<file path="config.mk">
export PLATFORM = sky130hd
export DESIGN_NAME = bem_matcher
export DESIGN_NICKNAME = d
export VERILOG_FILES = /design/src/hdl/bem_pkg.sv /design/src/hdl/bem_reg_if.sv /design/src/hdl/bem_matcher.sv /design/src/hdl/bem_axil_slave.sv /design/src/hdl/bem_term_eval.sv
export SDC_FILE = /design/constraint.sdc
export NUM_CORES = 1
export LEC_CHECK = 0
export ABC_CLOCK_PERIOD_IN_PS = 19000
export BUFFER_PORTS_ARGS = -buffer_cell sky130_fd_sc_hd__buf_2
export CORE_AREA = 2 2 261 186
export CTS_BUF_LIST = sky130_fd_sc_hd__clkbuf_2
export DETAILED_ROUTE_END_ITERATION = 12
export DIE_AREA = 0 0 263 188
export MAX_ROUTING_LAYER = met4
export PLACE_DENSITY = 0.68
export SLEW_MARGIN = 20
export SYNTH_ARGS = -nofsm -noshare
export SYNTH_HDL_FRONTEND = slang
export SYNTH_SLANG_ARGS = --single-unit
export TNS_END_PERCENT = 50
</file>
<file path="constraint.sdc">
create_clock -name sys_clk -period 19 [get_ports sys_clk]
set_input_delay 3.8 -clock sys_clk [delete_from_list [all_inputs] [get_ports sys_clk]]
set_output_delay 3.8 -clock sys_clk [all_outputs]
set_load 0.02 [all_outputs]
</file>
<file path="src/hdl/bem_pkg.sv">
package bem_pkg;
   // Term count and compare word geometry
   localparam int NUM_TERMS = 4;
   localparam int WORD_W = 32;
   localparam int PROBE_W = 8;
   localparam int PROBE_CMP_W = 5;
   localparam int ADDR_W = 17;
   localparam int DATA_W = 8;
   // Field positions inside the compare word, read/write on top
   localparam int POS_RW = 31;
   localparam int POS_DI = 30;
   localparam int POS_PROBE_LO = 25;
   localparam int POS_ADDR_LO = 8;
   localparam int POS_DATA_LO = 0;
   // Register bus geometry
   localparam int AXI_AW = 8;
   localparam int AXI_DW = 32;
   localparam int AXI_SW = 4;
   // Register offsets: one 16-byte block per term
   localparam logic [AXI_AW-1:0] REG_TERM_STRIDE = 8'h10;
   localparam logic [AXI_AW-1:0] REG_TERM_CTRL = 8'h00;
   localparam logic [AXI_AW-1:0] REG_TERM_VALUE = 8'h04;
   localparam logic [AXI_AW-1:0] REG_TERM_DCARE = 8'h08;
   localparam logic [AXI_AW-1:0] REG_TERM_END = 8'h40;
   localparam logic [AXI_AW-1:0] REG_STATUS = 8'h40;
   localparam logic [AXI_AW-1:0] REG_IRQ_MASK = 8'h44;
   localparam logic [AXI_AW-1:0] REG_SNAPSHOT = 8'h48;
   localparam logic [AXI_AW-1:0] REG_PROBE_REC = 8'h4C;
   localparam logic [AXI_AW-1:0] REG_HITS = 8'h50;
   // Control bits of a term
   localparam int CTRL_ENABLE = 0;
   localparam int CTRL_BREAK = 1;
   localparam int CTRL_SPAN = 2;
   localparam int CTRL_NEGATE = 3;
   localparam int CTRL_W = 4;
   // Status layout: one bit per term, then breakpoint
   localparam int STAT_BRK = 4;
   localparam int STAT_W = 5;
   localparam logic [1:0] RESP_OKAY = 2'h0;
   localparam logic [1:0] RESP_SLVERR = 2'h2;
   localparam logic [WORD_W-1:0] WORD_ZERO = 32'h0;
   typedef logic [NUM_TERMS-1:0][WORD_W-1:0] bem_words_t;
endpackage

</file>
<file path="src/hdl/bem_reg_if.sv">
`timescale 1ns/1ps
interface bem_reg_if;
   import bem_pkg::*;
   logic wr_en; // One-cycle write pulse
   logic [AXI_AW-1:0] wr_addr;
   logic [AXI_DW-1:0] wr_data;
   logic [AXI_SW-1:0] wr_strb;
   logic wr_err; // Address not mapped
   logic rd_en; // One-cycle read pulse
   logic [AXI_AW-1:0] rd_addr;
   logic [AXI_DW-1:0] rd_data;
   logic rd_err;
   modport bus (output wr_en, wr_addr, wr_data, wr_strb, rd_en, rd_addr,
      input wr_err, rd_data, rd_err);
   modport regs (input wr_en, wr_addr, wr_data, wr_strb, rd_en, rd_addr,
      output wr_err, rd_data, rd_err);
endinterface

</file>
<file path="src/hdl/bem_matcher.sv">
// The AXI4-Lite interface to the registers and the placing of the registers were decided locally.
`timescale 1ns/1ps
module bem_matcher
   import bem_pkg::*;
(
   input wire logic sys_clk,
   input wire logic rst,
   input wire logic bus_cycle_end,
   input wire logic bus_rw,
   input wire logic bus_di,
   input wire logic [bem_pkg::PROBE_W-1:0] bus_probe,
   input wire logic [bem_pkg::ADDR_W-1:0] bus_addr,
   input wire logic [bem_pkg::DATA_W-1:0] bus_data,
   output logic [bem_pkg::NUM_TERMS-1:0] term_hit,
   output logic break_req,
   output logic irq,
   input wire logic s_axi_awvalid,
   output logic s_axi_awready,
   input wire logic [bem_pkg::AXI_AW-1:0] s_axi_awaddr,
   input wire logic s_axi_wvalid,
   output logic s_axi_wready,
   input wire logic [bem_pkg::AXI_DW-1:0] s_axi_wdata,
   input wire logic [bem_pkg::AXI_SW-1:0] s_axi_wstrb,
   output logic s_axi_bvalid,
   input wire logic s_axi_bready,
   output logic [1:0] s_axi_bresp,
   input wire logic s_axi_arvalid,
   output logic s_axi_arready,
   input wire logic [bem_pkg::AXI_AW-1:0] s_axi_araddr,
   output logic s_axi_rvalid,
   input wire logic s_axi_rready,
   output logic [bem_pkg::AXI_DW-1:0] s_axi_rdata,
   output logic [1:0] s_axi_rresp
);
   import bem_pkg::*;

   // Register access strobes from the bus slave
   bem_reg_if rif ();

   // Term index of an address inside the term block
   function automatic logic [1:0] term_idx(input logic [AXI_AW-1:0] a);
      logic [AXI_AW-1:0] q;
      q = a / REG_TERM_STRIDE;
      return q[1:0];
   endfunction

   // Offset of an address within its term block
   function automatic logic [AXI_AW-1:0] term_off(input logic [AXI_AW-1:0] a);
      return a % REG_TERM_STRIDE;
   endfunction

   // True for every address that holds a register
   function automatic logic is_mapped(input logic [AXI_AW-1:0] a);
      logic ok;
      ok = 1'b0;
      if (a < REG_TERM_END) begin
         ok = (term_off(a) == REG_TERM_CTRL) || (term_off(a) == REG_TERM_VALUE) ||
            (term_off(a) == REG_TERM_DCARE);
      end else if (a == REG_STATUS || a == REG_IRQ_MASK || a == REG_SNAPSHOT) begin
         ok = 1'b1;
      end else if (a == REG_PROBE_REC || a == REG_HITS) begin
         ok = 1'b1;
      end
      return ok;
   endfunction

   // Merge write data into a word under the byte strobes
   function automatic logic [AXI_DW-1:0] merge(input logic [AXI_DW-1:0] old,
      input logic [AXI_DW-1:0] wd, input logic [AXI_SW-1:0] st);
      logic [AXI_DW-1:0] r;
      r = old;
      for (int b = 0; b < AXI_SW; b++) begin
         if (st[b]) begin
            r[b*8 +: 8] = wd[b*8 +: 8];
         end
      end
      return r;
   endfunction

   // Pin synchronisers, two stages each
   logic cyc_m_q, cyc_s_q, cyc_p_q; // Cycle strobe stages plus edge history
   logic [WORD_W-1:0] smp_m_q, smp_s_q; // Assembled bus word stages
   logic [PROBE_W-1:0] prb_m_q, prb_s_q; // Raw probe stages, all clips
   logic [WORD_W-1:0] pin_word; // Bus pins in compare word order
   logic cyc_edge; // End of one target cycle

   // Compare word layout: read/write on top, data bit zero at bottom
   always_comb begin
      pin_word = WORD_ZERO;
      pin_word[POS_RW] = bus_rw;
      pin_word[POS_DI] = bus_di;
      pin_word[POS_PROBE_LO +: PROBE_CMP_W] = bus_probe[PROBE_CMP_W-1:0];
      pin_word[POS_ADDR_LO +: ADDR_W] = bus_addr;
      pin_word[POS_DATA_LO +: DATA_W] = bus_data;
   end

   // Synchroniser flops, no logic between the stages
   always_ff @(posedge sys_clk or posedge rst) begin
      if (rst) begin
         cyc_m_q <= 1'b0;
         cyc_s_q <= 1'b0;
         cyc_p_q <= 1'b0;
         smp_m_q <= WORD_ZERO;
         smp_s_q <= WORD_ZERO;
         prb_m_q <= '0;
         prb_s_q <= '0;
      end else begin
         cyc_m_q <= bus_cycle_end;
         cyc_s_q <= cyc_m_q;
         cyc_p_q <= cyc_s_q;
         smp_m_q <= pin_word;
         smp_s_q <= smp_m_q;
         prb_m_q <= bus_probe;
         prb_s_q <= prb_m_q;
      end
   end

   // Rising edge of the synchronised cycle strobe
   assign cyc_edge = cyc_s_q && !cyc_p_q;

   // Snapshot and evaluation state
   logic [WORD_W-1:0] snap_q, snap_d; // Word of the last target cycle
   logic [PROBE_W-1:0] prec_q, prec_d; // Every probe, kept for readout only
   logic eval_q, eval_d; // Snapshot fresh this cycle
   logic [NUM_TERMS-1:0] hit_q, hit_d; // Registered term hits, one pulse
   logic brk_q, brk_d; // Breakpoint request pulse
   logic [NUM_TERMS-1:0] hit_now; // Comparator results on the snapshot

   // Term configuration
   logic [NUM_TERMS-1:0][CTRL_W-1:0] ctrl_q, ctrl_d; // Enable, break, span, negate
   bem_words_t val_q, val_d; // Compare values
   bem_words_t dc_q, dc_d; // Don't-care masks, one means ignore

   // Interrupt state
   logic [STAT_W-1:0] stat_q, stat_d; // Sticky events
   logic [STAT_W-1:0] imask_q, imask_d; // One enables the event onto irq
   logic irq_q, irq_d; // Registered interrupt level
   logic [STAT_W-1:0] ev_set; // Events of this cycle
   logic [STAT_W-1:0] ev_clr; // Write-one-to-clear bits
   logic [AXI_DW-1:0] wword; // Strobed write image for the status clear
   logic [AXI_DW-1:0] mword; // Mask merged with the strobed write

   // Read data path
   logic [AXI_DW-1:0] rdata;

   // Four comparators on one snapshot
   bem_term_eval u_eval (
      .word(snap_q),
      .value(val_q),
      .dcare(dc_q),
      .ctrl(ctrl_q),
      .hit(hit_now)
   );

   // Register bus slave
   bem_axil_slave u_axil (
      .sys_clk(sys_clk),
      .rst(rst),
      .s_axi_awvalid(s_axi_awvalid),
      .s_axi_awready(s_axi_awready),
      .s_axi_awaddr(s_axi_awaddr),
      .s_axi_wvalid(s_axi_wvalid),
      .s_axi_wready(s_axi_wready),
      .s_axi_wdata(s_axi_wdata),
      .s_axi_wstrb(s_axi_wstrb),
      .s_axi_bvalid(s_axi_bvalid),
      .s_axi_bready(s_axi_bready),
      .s_axi_bresp(s_axi_bresp),
      .s_axi_arvalid(s_axi_arvalid),
      .s_axi_arready(s_axi_arready),
      .s_axi_araddr(s_axi_araddr),
      .s_axi_rvalid(s_axi_rvalid),
      .s_axi_rready(s_axi_rready),
      .s_axi_rdata(s_axi_rdata),
      .s_axi_rresp(s_axi_rresp),
      .rif(rif.bus)
   );

   // Snapshot capture and hit registration
   always_comb begin
      snap_d = snap_q;
      prec_d = prec_q;
      eval_d = cyc_edge;
      hit_d = '0;
      brk_d = 1'b0;
      // New target cycle: take the whole word at once
      if (cyc_edge) begin
         snap_d = smp_s_q;
         prec_d = prb_s_q;
      end
      // One cycle later the comparators have settled on it
      if (eval_q) begin
         hit_d = hit_now;
         brk_d = |(hit_now & breaks(ctrl_q));
      end
   end

   // Break flags of the enabled terms in the control table
   function automatic logic [NUM_TERMS-1:0] breaks(
      input logic [NUM_TERMS-1:0][CTRL_W-1:0] c);
      logic [NUM_TERMS-1:0] r;
      for (int k = 0; k < NUM_TERMS; k++) begin
         r[k] = c[k][CTRL_BREAK] && c[k][CTRL_ENABLE];
      end
      return r;
   endfunction

   // Snapshot registers
   always_ff @(posedge sys_clk or posedge rst) begin
      if (rst) begin
         snap_q <= WORD_ZERO;
         prec_q <= '0;
         eval_q <= 1'b0;
         hit_q <= '0;
         brk_q <= 1'b0;
      end else begin
         snap_q <= snap_d;
         prec_q <= prec_d;
         eval_q <= eval_d;
         hit_q <= hit_d;
         brk_q <= brk_d;
      end
   end

   // Term configuration writes
   always_comb begin
      ctrl_d = ctrl_q;
      val_d = val_q;
      dc_d = dc_q;
      if (rif.wr_en && rif.wr_addr < REG_TERM_END) begin
         // Control word: only the low flag bits exist
         if (term_off(rif.wr_addr) == REG_TERM_CTRL) begin
            ctrl_d[term_idx(rif.wr_addr)] = rif.wr_data[CTRL_W-1:0];
            // Term A keeps no span flag
            if (term_idx(rif.wr_addr) == 2'h0) begin
               ctrl_d[0][CTRL_SPAN] = 1'b0;
            end
         end else if (term_off(rif.wr_addr) == REG_TERM_VALUE) begin
            // Full 32-bit pattern per term
            val_d[term_idx(rif.wr_addr)] = merge(val_q[term_idx(rif.wr_addr)],
               rif.wr_data, rif.wr_strb);
         end else if (term_off(rif.wr_addr) == REG_TERM_DCARE) begin
            // Per-bit don't-care for every field
            dc_d[term_idx(rif.wr_addr)] = merge(dc_q[term_idx(rif.wr_addr)],
               rif.wr_data, rif.wr_strb);
         end
      end
   end

   // Configuration registers, all terms disabled at reset
   always_ff @(posedge sys_clk or posedge rst) begin
      if (rst) begin
         ctrl_q <= '0;
         val_q <= '0;
         dc_q <= '0;
      end else begin
         ctrl_q <= ctrl_d;
         val_q <= val_d;
         dc_q <= dc_d;
      end
   end

   // Status events and interrupt level
   always_comb begin
      ev_set = {brk_d, hit_d};
      wword = merge(WORD_ZERO, rif.wr_data, rif.wr_strb);
      mword = merge(AXI_DW'(imask_q), rif.wr_data, rif.wr_strb);
      ev_clr = '0;
      imask_d = imask_q;
      if (rif.wr_en && rif.wr_addr == REG_STATUS) begin
         ev_clr = wword[STAT_W-1:0];
      end else if (rif.wr_en && rif.wr_addr == REG_IRQ_MASK) begin
         imask_d = mword[STAT_W-1:0];
      end
      // A new event wins over a clear in the same cycle
      stat_d = ev_set | (stat_q & ~ev_clr);
      irq_d = |(stat_d & imask_d);
   end

   // Interrupt registers
   always_ff @(posedge sys_clk or posedge rst) begin
      if (rst) begin
         stat_q <= '0;
         imask_q <= '0;
         irq_q <= 1'b0;
      end else begin
         stat_q <= stat_d;
         imask_q <= imask_d;
         irq_q <= irq_d;
      end
   end

   // Read decode, answered in the cycle after the address is taken
   always_comb begin
      rdata = '0;
      if (rif.rd_addr < REG_TERM_END) begin
         if (term_off(rif.rd_addr) == REG_TERM_CTRL) begin
            rdata[CTRL_W-1:0] = ctrl_q[term_idx(rif.rd_addr)];
         end else if (term_off(rif.rd_addr) == REG_TERM_VALUE) begin
            rdata = val_q[term_idx(rif.rd_addr)];
         end else if (term_off(rif.rd_addr) == REG_TERM_DCARE) begin
            rdata = dc_q[term_idx(rif.rd_addr)];
         end
      end else if (rif.rd_addr == REG_STATUS) begin
         rdata[STAT_W-1:0] = stat_q;
      end else if (rif.rd_addr == REG_IRQ_MASK) begin
         rdata[STAT_W-1:0] = imask_q;
      end else if (rif.rd_addr == REG_SNAPSHOT) begin
         rdata = snap_q;
      end else if (rif.rd_addr == REG_PROBE_REC) begin
         rdata[PROBE_W-1:0] = prec_q;
      end else if (rif.rd_addr == REG_HITS) begin
         rdata[NUM_TERMS-1:0] = hit_q;
      end
   end

   // Answers to the bus slave
   assign rif.rd_data = rdata;
   assign rif.rd_err = !is_mapped(rif.rd_addr);
   assign rif.wr_err = !is_mapped(rif.wr_addr);

   // Outputs straight from flops
   assign term_hit = hit_q;
   assign break_req = brk_q;
   assign irq = irq_q;
endmodule

</file>
<file path="src/hdl/bem_axil_slave.sv">
`timescale 1ns/1ps
module bem_axil_slave
   import bem_pkg::*;
(
   input wire logic sys_clk,
   input wire logic rst,
   input wire logic s_axi_awvalid,
   output logic s_axi_awready,
   input wire logic [AXI_AW-1:0] s_axi_awaddr,
   input wire logic s_axi_wvalid,
   output logic s_axi_wready,
   input wire logic [AXI_DW-1:0] s_axi_wdata,
   input wire logic [AXI_SW-1:0] s_axi_wstrb,
   output logic s_axi_bvalid,
   input wire logic s_axi_bready,
   output logic [1:0] s_axi_bresp,
   input wire logic s_axi_arvalid,
   output logic s_axi_arready,
   input wire logic [AXI_AW-1:0] s_axi_araddr,
   output logic s_axi_rvalid,
   input wire logic s_axi_rready,
   output logic [AXI_DW-1:0] s_axi_rdata,
   output logic [1:0] s_axi_rresp,
   bem_reg_if.bus rif
);
   logic aw_q, aw_d, w_q, w_d, b_q, b_d, ar_q, ar_d, rp_q, rp_d, r_q, r_d;
   logic [AXI_AW-1:0] awa_q, awa_d, ara_q, ara_d;
   logic [AXI_DW-1:0] wd_q, wd_d, rd_q, rd_d;
   logic [AXI_SW-1:0] ws_q, ws_d;
   logic [1:0] br_q, br_d, rr_q, rr_d;
   // Ready flags drop on capture and return once the answer is taken
   always_comb begin
      aw_d = aw_q; w_d = w_q; b_d = b_q; ar_d = ar_q; rp_d = 1'b0; r_d = r_q;
      awa_d = awa_q; ara_d = ara_q; wd_d = wd_q; ws_d = ws_q;
      rd_d = rd_q; br_d = br_q; rr_d = rr_q;
      if (s_axi_awvalid && aw_q) begin
         aw_d = 1'b0; awa_d = s_axi_awaddr;
      end
      if (s_axi_wvalid && w_q) begin
         w_d = 1'b0; wd_d = s_axi_wdata; ws_d = s_axi_wstrb;
      end
      // Both halves held: write goes to the register file
      if (!aw_q && !w_q && !b_q) begin
         b_d = 1'b1; br_d = rif.wr_err ? RESP_SLVERR : RESP_OKAY;
      end
      if (b_q && s_axi_bready) begin
         b_d = 1'b0; aw_d = 1'b1; w_d = 1'b1;
      end
      if (s_axi_arvalid && ar_q) begin
         ar_d = 1'b0; ara_d = s_axi_araddr; rp_d = 1'b1;
      end
      // Read data is captured one cycle after the address
      if (rp_q) begin
         r_d = 1'b1; rd_d = rif.rd_data; rr_d = rif.rd_err ? RESP_SLVERR : RESP_OKAY;
      end
      if (r_q && s_axi_rready) begin
         r_d = 1'b0; ar_d = 1'b1;
      end
   end
   // Handshake state registers
   always_ff @(posedge sys_clk or posedge rst) begin
      if (rst) begin
         aw_q <= 1'b1; w_q <= 1'b1; b_q <= 1'b0; ar_q <= 1'b1; rp_q <= 1'b0;
         r_q <= 1'b0; awa_q <= '0; ara_q <= '0; wd_q <= '0; ws_q <= '0;
         rd_q <= '0; br_q <= RESP_OKAY; rr_q <= RESP_OKAY;
      end else begin
         aw_q <= aw_d; w_q <= w_d; b_q <= b_d; ar_q <= ar_d; rp_q <= rp_d;
         r_q <= r_d; awa_q <= awa_d; ara_q <= ara_d; wd_q <= wd_d; ws_q <= ws_d;
         rd_q <= rd_d; br_q <= br_d; rr_q <= rr_d;
      end
   end
   assign rif.wr_en = !aw_q && !w_q && !b_q;
   assign rif.wr_addr = awa_q;
   assign rif.wr_data = wd_q;
   assign rif.wr_strb = ws_q;
   assign rif.rd_en = rp_q;
   assign rif.rd_addr = ara_q;
   assign s_axi_awready = aw_q;
   assign s_axi_wready = w_q;
   assign s_axi_bvalid = b_q;
   assign s_axi_bresp = br_q;
   assign s_axi_arready = ar_q;
   assign s_axi_rvalid = r_q;
   assign s_axi_rdata = rd_q;
   assign s_axi_rresp = rr_q;
endmodule

</file>
<file path="src/hdl/bem_term_eval.sv">
`timescale 1ns/1ps
module bem_term_eval
   import bem_pkg::*;
(
   input wire logic [WORD_W-1:0] word,
   input wire bem_words_t value,
   input wire bem_words_t dcare,
   input wire logic [NUM_TERMS-1:0][CTRL_W-1:0] ctrl,
   output logic [NUM_TERMS-1:0] hit
);
   // One comparator slice per term, span taken from the term below
   for (genvar k = 0; k < NUM_TERMS; k++) begin : g_term
      logic raw, span, lower, base;
      // Ternary compare: don't-care bits never mismatch
      assign raw = ~|((word ^ value[k]) & ~dcare[k]);
      if (k == 0) begin : g_first
         assign span = 1'b0;
      end else begin : g_span
         // Whole word between lower and upper pattern, both enabled
         assign span = ctrl[k][CTRL_ENABLE] && ctrl[k-1][CTRL_ENABLE] &&
            (word >= value[k-1]) && (word <= value[k]);
      end
      if (k == NUM_TERMS - 1) begin : g_last
         assign lower = 1'b0;
      end else begin : g_low
         // A term that opens a span stops matching alone
         assign lower = ctrl[k+1][CTRL_SPAN];
      end
      assign base = (k > 0 && ctrl[k][CTRL_SPAN]) ? span : (raw && !lower);
      // Negation after the compare, enable gates everything
      assign hit[k] = ctrl[k][CTRL_ENABLE] && (base ^ ctrl[k][CTRL_NEGATE]);
   end
endmodule

</file>
After elaboration in Yosys (flattened, before gate mapping)
Index checks and enable logic that the tools add are counted.
- muxes and demuxes: 97
- equality and inequality tests: 14
- $lt $le $gt $ge: 11
- bitwise operators: 23
- reduce and logical (&&, ||, !) cells: 70
- operator list (kind ; number):
    $mux 8 ; 37
    $bmux 32 s2 ; 4
    $bwmux 128 ; 2
    $mux 32 ; 8
    $and 32x32->32 ; 4
    $not 32->32 ; 4
    $reduce_or 32->1 ; 4
    $xor 32x32->32 ; 4
    $ge 32x32->1 ; 3
    $le 32x32->1 ; 3
    $eq 8x7->1 const B ; 10
    $demux 32 s2 ; 1
    $mux 27 ; 2
    $mux 5 ; 7
    $logic_and 1x1->1 ; 32
    $mux 28 ; 1
    $mux 4 ; 7
    $mux 24 ; 1
    $mux 1 ; 22
    $bwmux 16 ; 1
    $logic_not 8->1 ; 2
    $lt 8x7->1 const B ; 2
    $logic_not 1->1 ; 11
    $and 5x5->5 ; 2
    other kinds (20) ; 41
- output and inout port bits: 47
- input port bits: 95
- register bits after elaboration: 506
- logic and storage cells: 255

Depth between registers and ports, before layout
- word-level depth: 14
- gate-level depth with buffers: 11
- depth with buffers taken out: 11

By module
A second synthesis with hierarchy kept.
- cells, all modules: 2087
- area total of the unflattened synthesis: 26285.2 µm²
- modules (own cells, without submodules) (module ; times used ; sequential area each (µm²) ; area an instance (µm²) ; cells an instance):
    bem_matcher ; 1 ; 9934.5 ; 18720.5 ; 1289
    bem_term_eval ; 1 ; 0.0 ; 4016.4 ; 593
    bem_axil_slave ; 1 ; 2306.0 ; 3548.4 ; 205

Least setup slack after synthesis
OpenSTA, ideal clock, no wires.
- path type: input -> register
- start: in s_axi_wvalid
- end: reg u_axil.wd_q[0] (netlist: u_axil.rif.wr_data[0])
- buffers on the path: 1
- setup slack: 14.147 ns
- data required time: 18.875 ns
- stages: 3
- setup time: 0.125 ns
- arrival: 4.729 ns
- cells stage by stage: nand2_1 clkbuf_1 mux2_2
- cells in the longest elaborated chain, start to end: 1
- ends and longest elaborated chain (item ; line ; text):
    start, declared ; bem_matcher.sv:20 ; input wire logic s_axi_wvalid,
    $logic_and 1x1->1 ; bem_axil_slave.sv:39 ; if (s_axi_wvalid && w_q) begin
    end signal, assigned ; bem_axil_slave.sv:68 ; r_q <= r_d; awa_q <= awa_d; ara_q <= ara_d; wd_q <= wd_d; ws_q <= ws_d;
    end, declared ; bem_axil_slave.sv:28 ; logic [AXI_DW-1:0] wd_q, wd_d, rd_q, rd_d;
Every way passes these cells.
A chain may end at the register's enable or synchronous reset.

Worst setup path after layout
- start: reg u_axil.w_q (netlist: u_axil.s_axi_wready)
- end: out s_axi_wready
- RTL lines (item ; line ; text):
    start, declared ; bem_axil_slave.sv:26 ; logic aw_q, aw_d, w_q, w_d, b_q, b_d, ar_q, ar_d, rp_q, rp_d, r_q, r_d;
    start signal, assigned ; bem_axil_slave.sv:63 ; aw_q <= 1'b1; w_q <= 1'b1; b_q <= 1'b0; ar_q <= 1'b1; rp_q <= 1'b0;
    start signal, assigned ; bem_axil_slave.sv:67 ; aw_q <= aw_d; w_q <= w_d; b_q <= b_d; ar_q <= ar_d; rp_q <= rp_d;
    end, declared ; bem_matcher.sv:21 ; output logic s_axi_wready,
No word-level cell between the ends.

==> run summary <==
Status - completed
Worst skew pair latency - 1.17 ns
Final Instance Area - 27,800 sq um
CTS root buf - clkbuf_2
FMAX - 175 MHz
Die area - 49,400 sq um
Buf+Inv Stages, Crit Path - 1
Layout cells sized above 1 - 0.243
Simple-gate share of the synthesized area - 0.0934
Initial antenna violation count - 3
Period utilization - 0.300
Metal2 WL - 36.4 mm
Drt wl/cell - 26.7 microns
Largest family of logic cells by synthesized area - multiplexers
Finished Layout Cells - 3,165
Setup Crit Path Kind - flip-flop to output port
Worst slew margin - 0.213
Endpoints failing hold - 0
Drt first pass iters - 6
Final Worst Setup Slack - 13.30 ns
Total number of vias - 20,400
Count of input and output buffers - 139
Compound-Gate Fraction of Synth Area - 0.127
Total GRT Usage - 0.359
Total Wirelength - 84.6 mm
MaxCap Viol Count - 0
Sink Count - 489
Setup bufs post-CTS - 0
CTS tree - yes
Count of cell types in the netlist - 72
Final nets - 2,676
Sequential area share after synthesis - 0.480
Largest net degree at the start of global routing - 182
Yosys warnings - 0
Synth async-reset ratio - 1.00
Post-synthesis mux area share - 0.195
HPWL after detailed placement - 59.7 mm
Commonest cells in the netlist - dfrtp_1 (486), a21oi_1 (249), nor2_1 (242)
Synthesized instance count - 2,305
Die extent in y - 188 microns
Final setup viols - 0
Worst Setup Start Kind - flip-flop
RSZ-0062 raised after global routing - no
Pre-CTS setup slack - 13.31 ns
DRC - 0
Post-Synthesis Cell Area - 25,500 sq um
Least-Margin Pin Slew - 1.18 ns
VDD IR max - 0.0000986 V
Internal power - 2390 uW
Leakage - 0.0123 uW
Worst-path clk slew - 0.11 ns
GPL Wtd Cong - 1.02
CP max stage delay - 0.57 ns
Sw frac - 0.447
Length of routed met3 wiring - 9.28 mm
Clock skew - 0.0500 ns
I/O pin total - 142
Family with the most delay on the worst path - flip-flops
Gate power share - 0.423
Post-Synth Adder-Cell Area - 0.0628
CTS Hold Buffers Added - 0
Setup_tns - 0 ns
CP arrival - 1.90 ns
Dominant cells by area after synthesis - dfrtp_1 (48%), mux4_2 (12%), ha_1 (6.3%)
Gr ovfl total - 0
Syn Area/Cell - 11.1 sq um
Die Wd - 263 microns
Hold Path Class - flip-flop to flip-flop
CP Max Fanout - 4
Most common cell in the netlist - dfrtp_1
Ys flop type - dfrtp_1
Cell taking the most area after synthesis - dfrtp_1
Clk pwr share - 0.167
Via count of the first global-routing pass - 19,500
PostCTS Resize Cnt - 0
Crit-path cells - buf_2
PD cells - 155 nW/um^2
Fin crit period - 5.70 ns
DP Area - 26,800 sq um
Post-synth top area share - 0.477
Max Root-Sink Buffers - 3
Number of synthesized flops with an enable pin - 0
Row Count - 67
CP Capture Type - output port
Cells after DPL - 2,959
Initial DRC Count - 2,477
XOR/XNOR Fraction of Synth Area - 0.000687
P&R area growth vs syn - 9.22%
Slew Viols, Final - 0
Crit-path slowest cell - dfstp_2
Post-route ant nets - 0
CP required - 15.20 ns
Synth Register Bits - 489
Cts bufs inserted - 113
H-tree depth - 3
DR top layer - met4
Global-route wire length before repair - 128 mm
Starting density of the core - 0.541
Number of vias per cell - 6.44
Sequential group share of total power - 0.410
Wire length on met1 - 37.4 mm
Core footprint - 47,100 sq um
Switching power - 1930 uW
## path summary, 6_finish.rpt
path                            slack, ns           end  cells past startpoint           startpoint
worst max register to register      15.05           irq                     10           snap_q[15]
min in group asynchronous            2.82   smp_s_q[13]                      2                  rst
worst min-delay path                 0.34    prb_s_q[7]                      0           prb_m_q[7]
worst max-delay path                13.30  s_axi_wready                      1  u_axil.s_axi_wready
worst min register to register       0.34    prb_s_q[7]                      0           prb_m_q[7]
max in group asynchronous           14.58      dc_q[25]                      3                  rst
## metrics by stage
step / utilization / hold WS (ns) / power (uW)
6_report: 0.591 / 0.339 / 4320
5_1_grt: 0.591 / 0.364 / 4560
4_1_cts: 0.591 / 0.338 / 4280
3_5_place_dp: 0.568 / 0.335 / 3560
3_3_place_gp: 0.568 / 0.332 / 3500
2_1_floorplan: - / 0.331 / 2850
## kinds of logic after synthesis
group / Yosys count
multiplexers: 319
flip-flops: 489
adder cells (fa/ha/maj): 128
XOR/XNOR: 2
AO/OA/AOI/OAI: 559
other: 1
buffers and inverters: 270
AND/OR/NAND/NOR: 537
## area by class of cell
cell class / count / area, sq um
antenna: 3 / 7.51
clock buffer: 164 / 821
clock inverter: 39 / 258
fill: 4003 / 19300
inverter: 144 / 548
multi-input combinational: 1547 / 12300
sequential: 489 / 12300
tap: 621 / 777
timing repair buffer: 158 / 863
## cells in the final DEF, fill, tap and decap left out, types with 6 or more instances in the layout
cell type | synthesis | layout
dfrtp_1 | 486 | 481
a21oi_1 | 249 | 249
nor2_1 | 242 | 238
clkbuf_2 | 0 | 164
nand2_1 | 158 | 155
inv_1 | 144 | 143
buf_2 | 3 | 139
o21ai_0 | 135 | 135
mux4_2 | 132 | 132
ha_1 | 128 | 128
mux2_2 | 108 | 108
mux2i_1 | 79 | 79
o22ai_1 | 63 | 63
clkinv_1 | 0 | 32
nand4_1 | 30 | 30
a22oi_1 | 29 | 29
a22o_1 | 27 | 27
buf_4 | 2 | 17
nor4_1 | 16 | 16
nand3_1 | 16 | 15
nor2b_1 | 13 | 10
nor3_1 | 10 | 10
nand2b_1 | 8 | 8
a211oi_1 | 8 | 8
or3_1 | 7 | 7
and3_1 | 7 | 7
o211ai_1 | 6 | 6
## flip-flops by register name, indices dropped and copies added, names as in the netlist, 3 cells and up
signal	flops
smp_m_q	27
imask_q	5
prb_s_q	8
smp_s_q	27
u_axil.rif.wr_addr	8
prb_m_q	8
stat_q	5
term_hit	4
ctrl_q	16
u_axil.rif.rd_addr	8
val_q	128
prec_q	3
dc_q	128
snap_q	32
u_axil.s_axi_rdata	32
u_axil.rif.wr_strb	4
u_axil.rif.wr_data	32
## power by group through the flow
stage | Combinational, uW | Clock, uW | Sequential [uW]
after floorplan | 1280 | 0 | 1570
after global placement | 1750 | 0 | 1750
after detailed placement | 1790 | 0 | 1780
after CTS | 1790 | 732 | 1750
after global routing | 1960 | 788 | 1800
final | 1830 | 720 | 1770
## routing by layer
layer,track usage,vias to the layer above
met2,0.497,1168
met4,0.0842,0
met1,0.537,10300
met5,-,-
met3,0.0818,115
li1,-,8774
No activity file was read; power rests on OpenSTA's default activity.
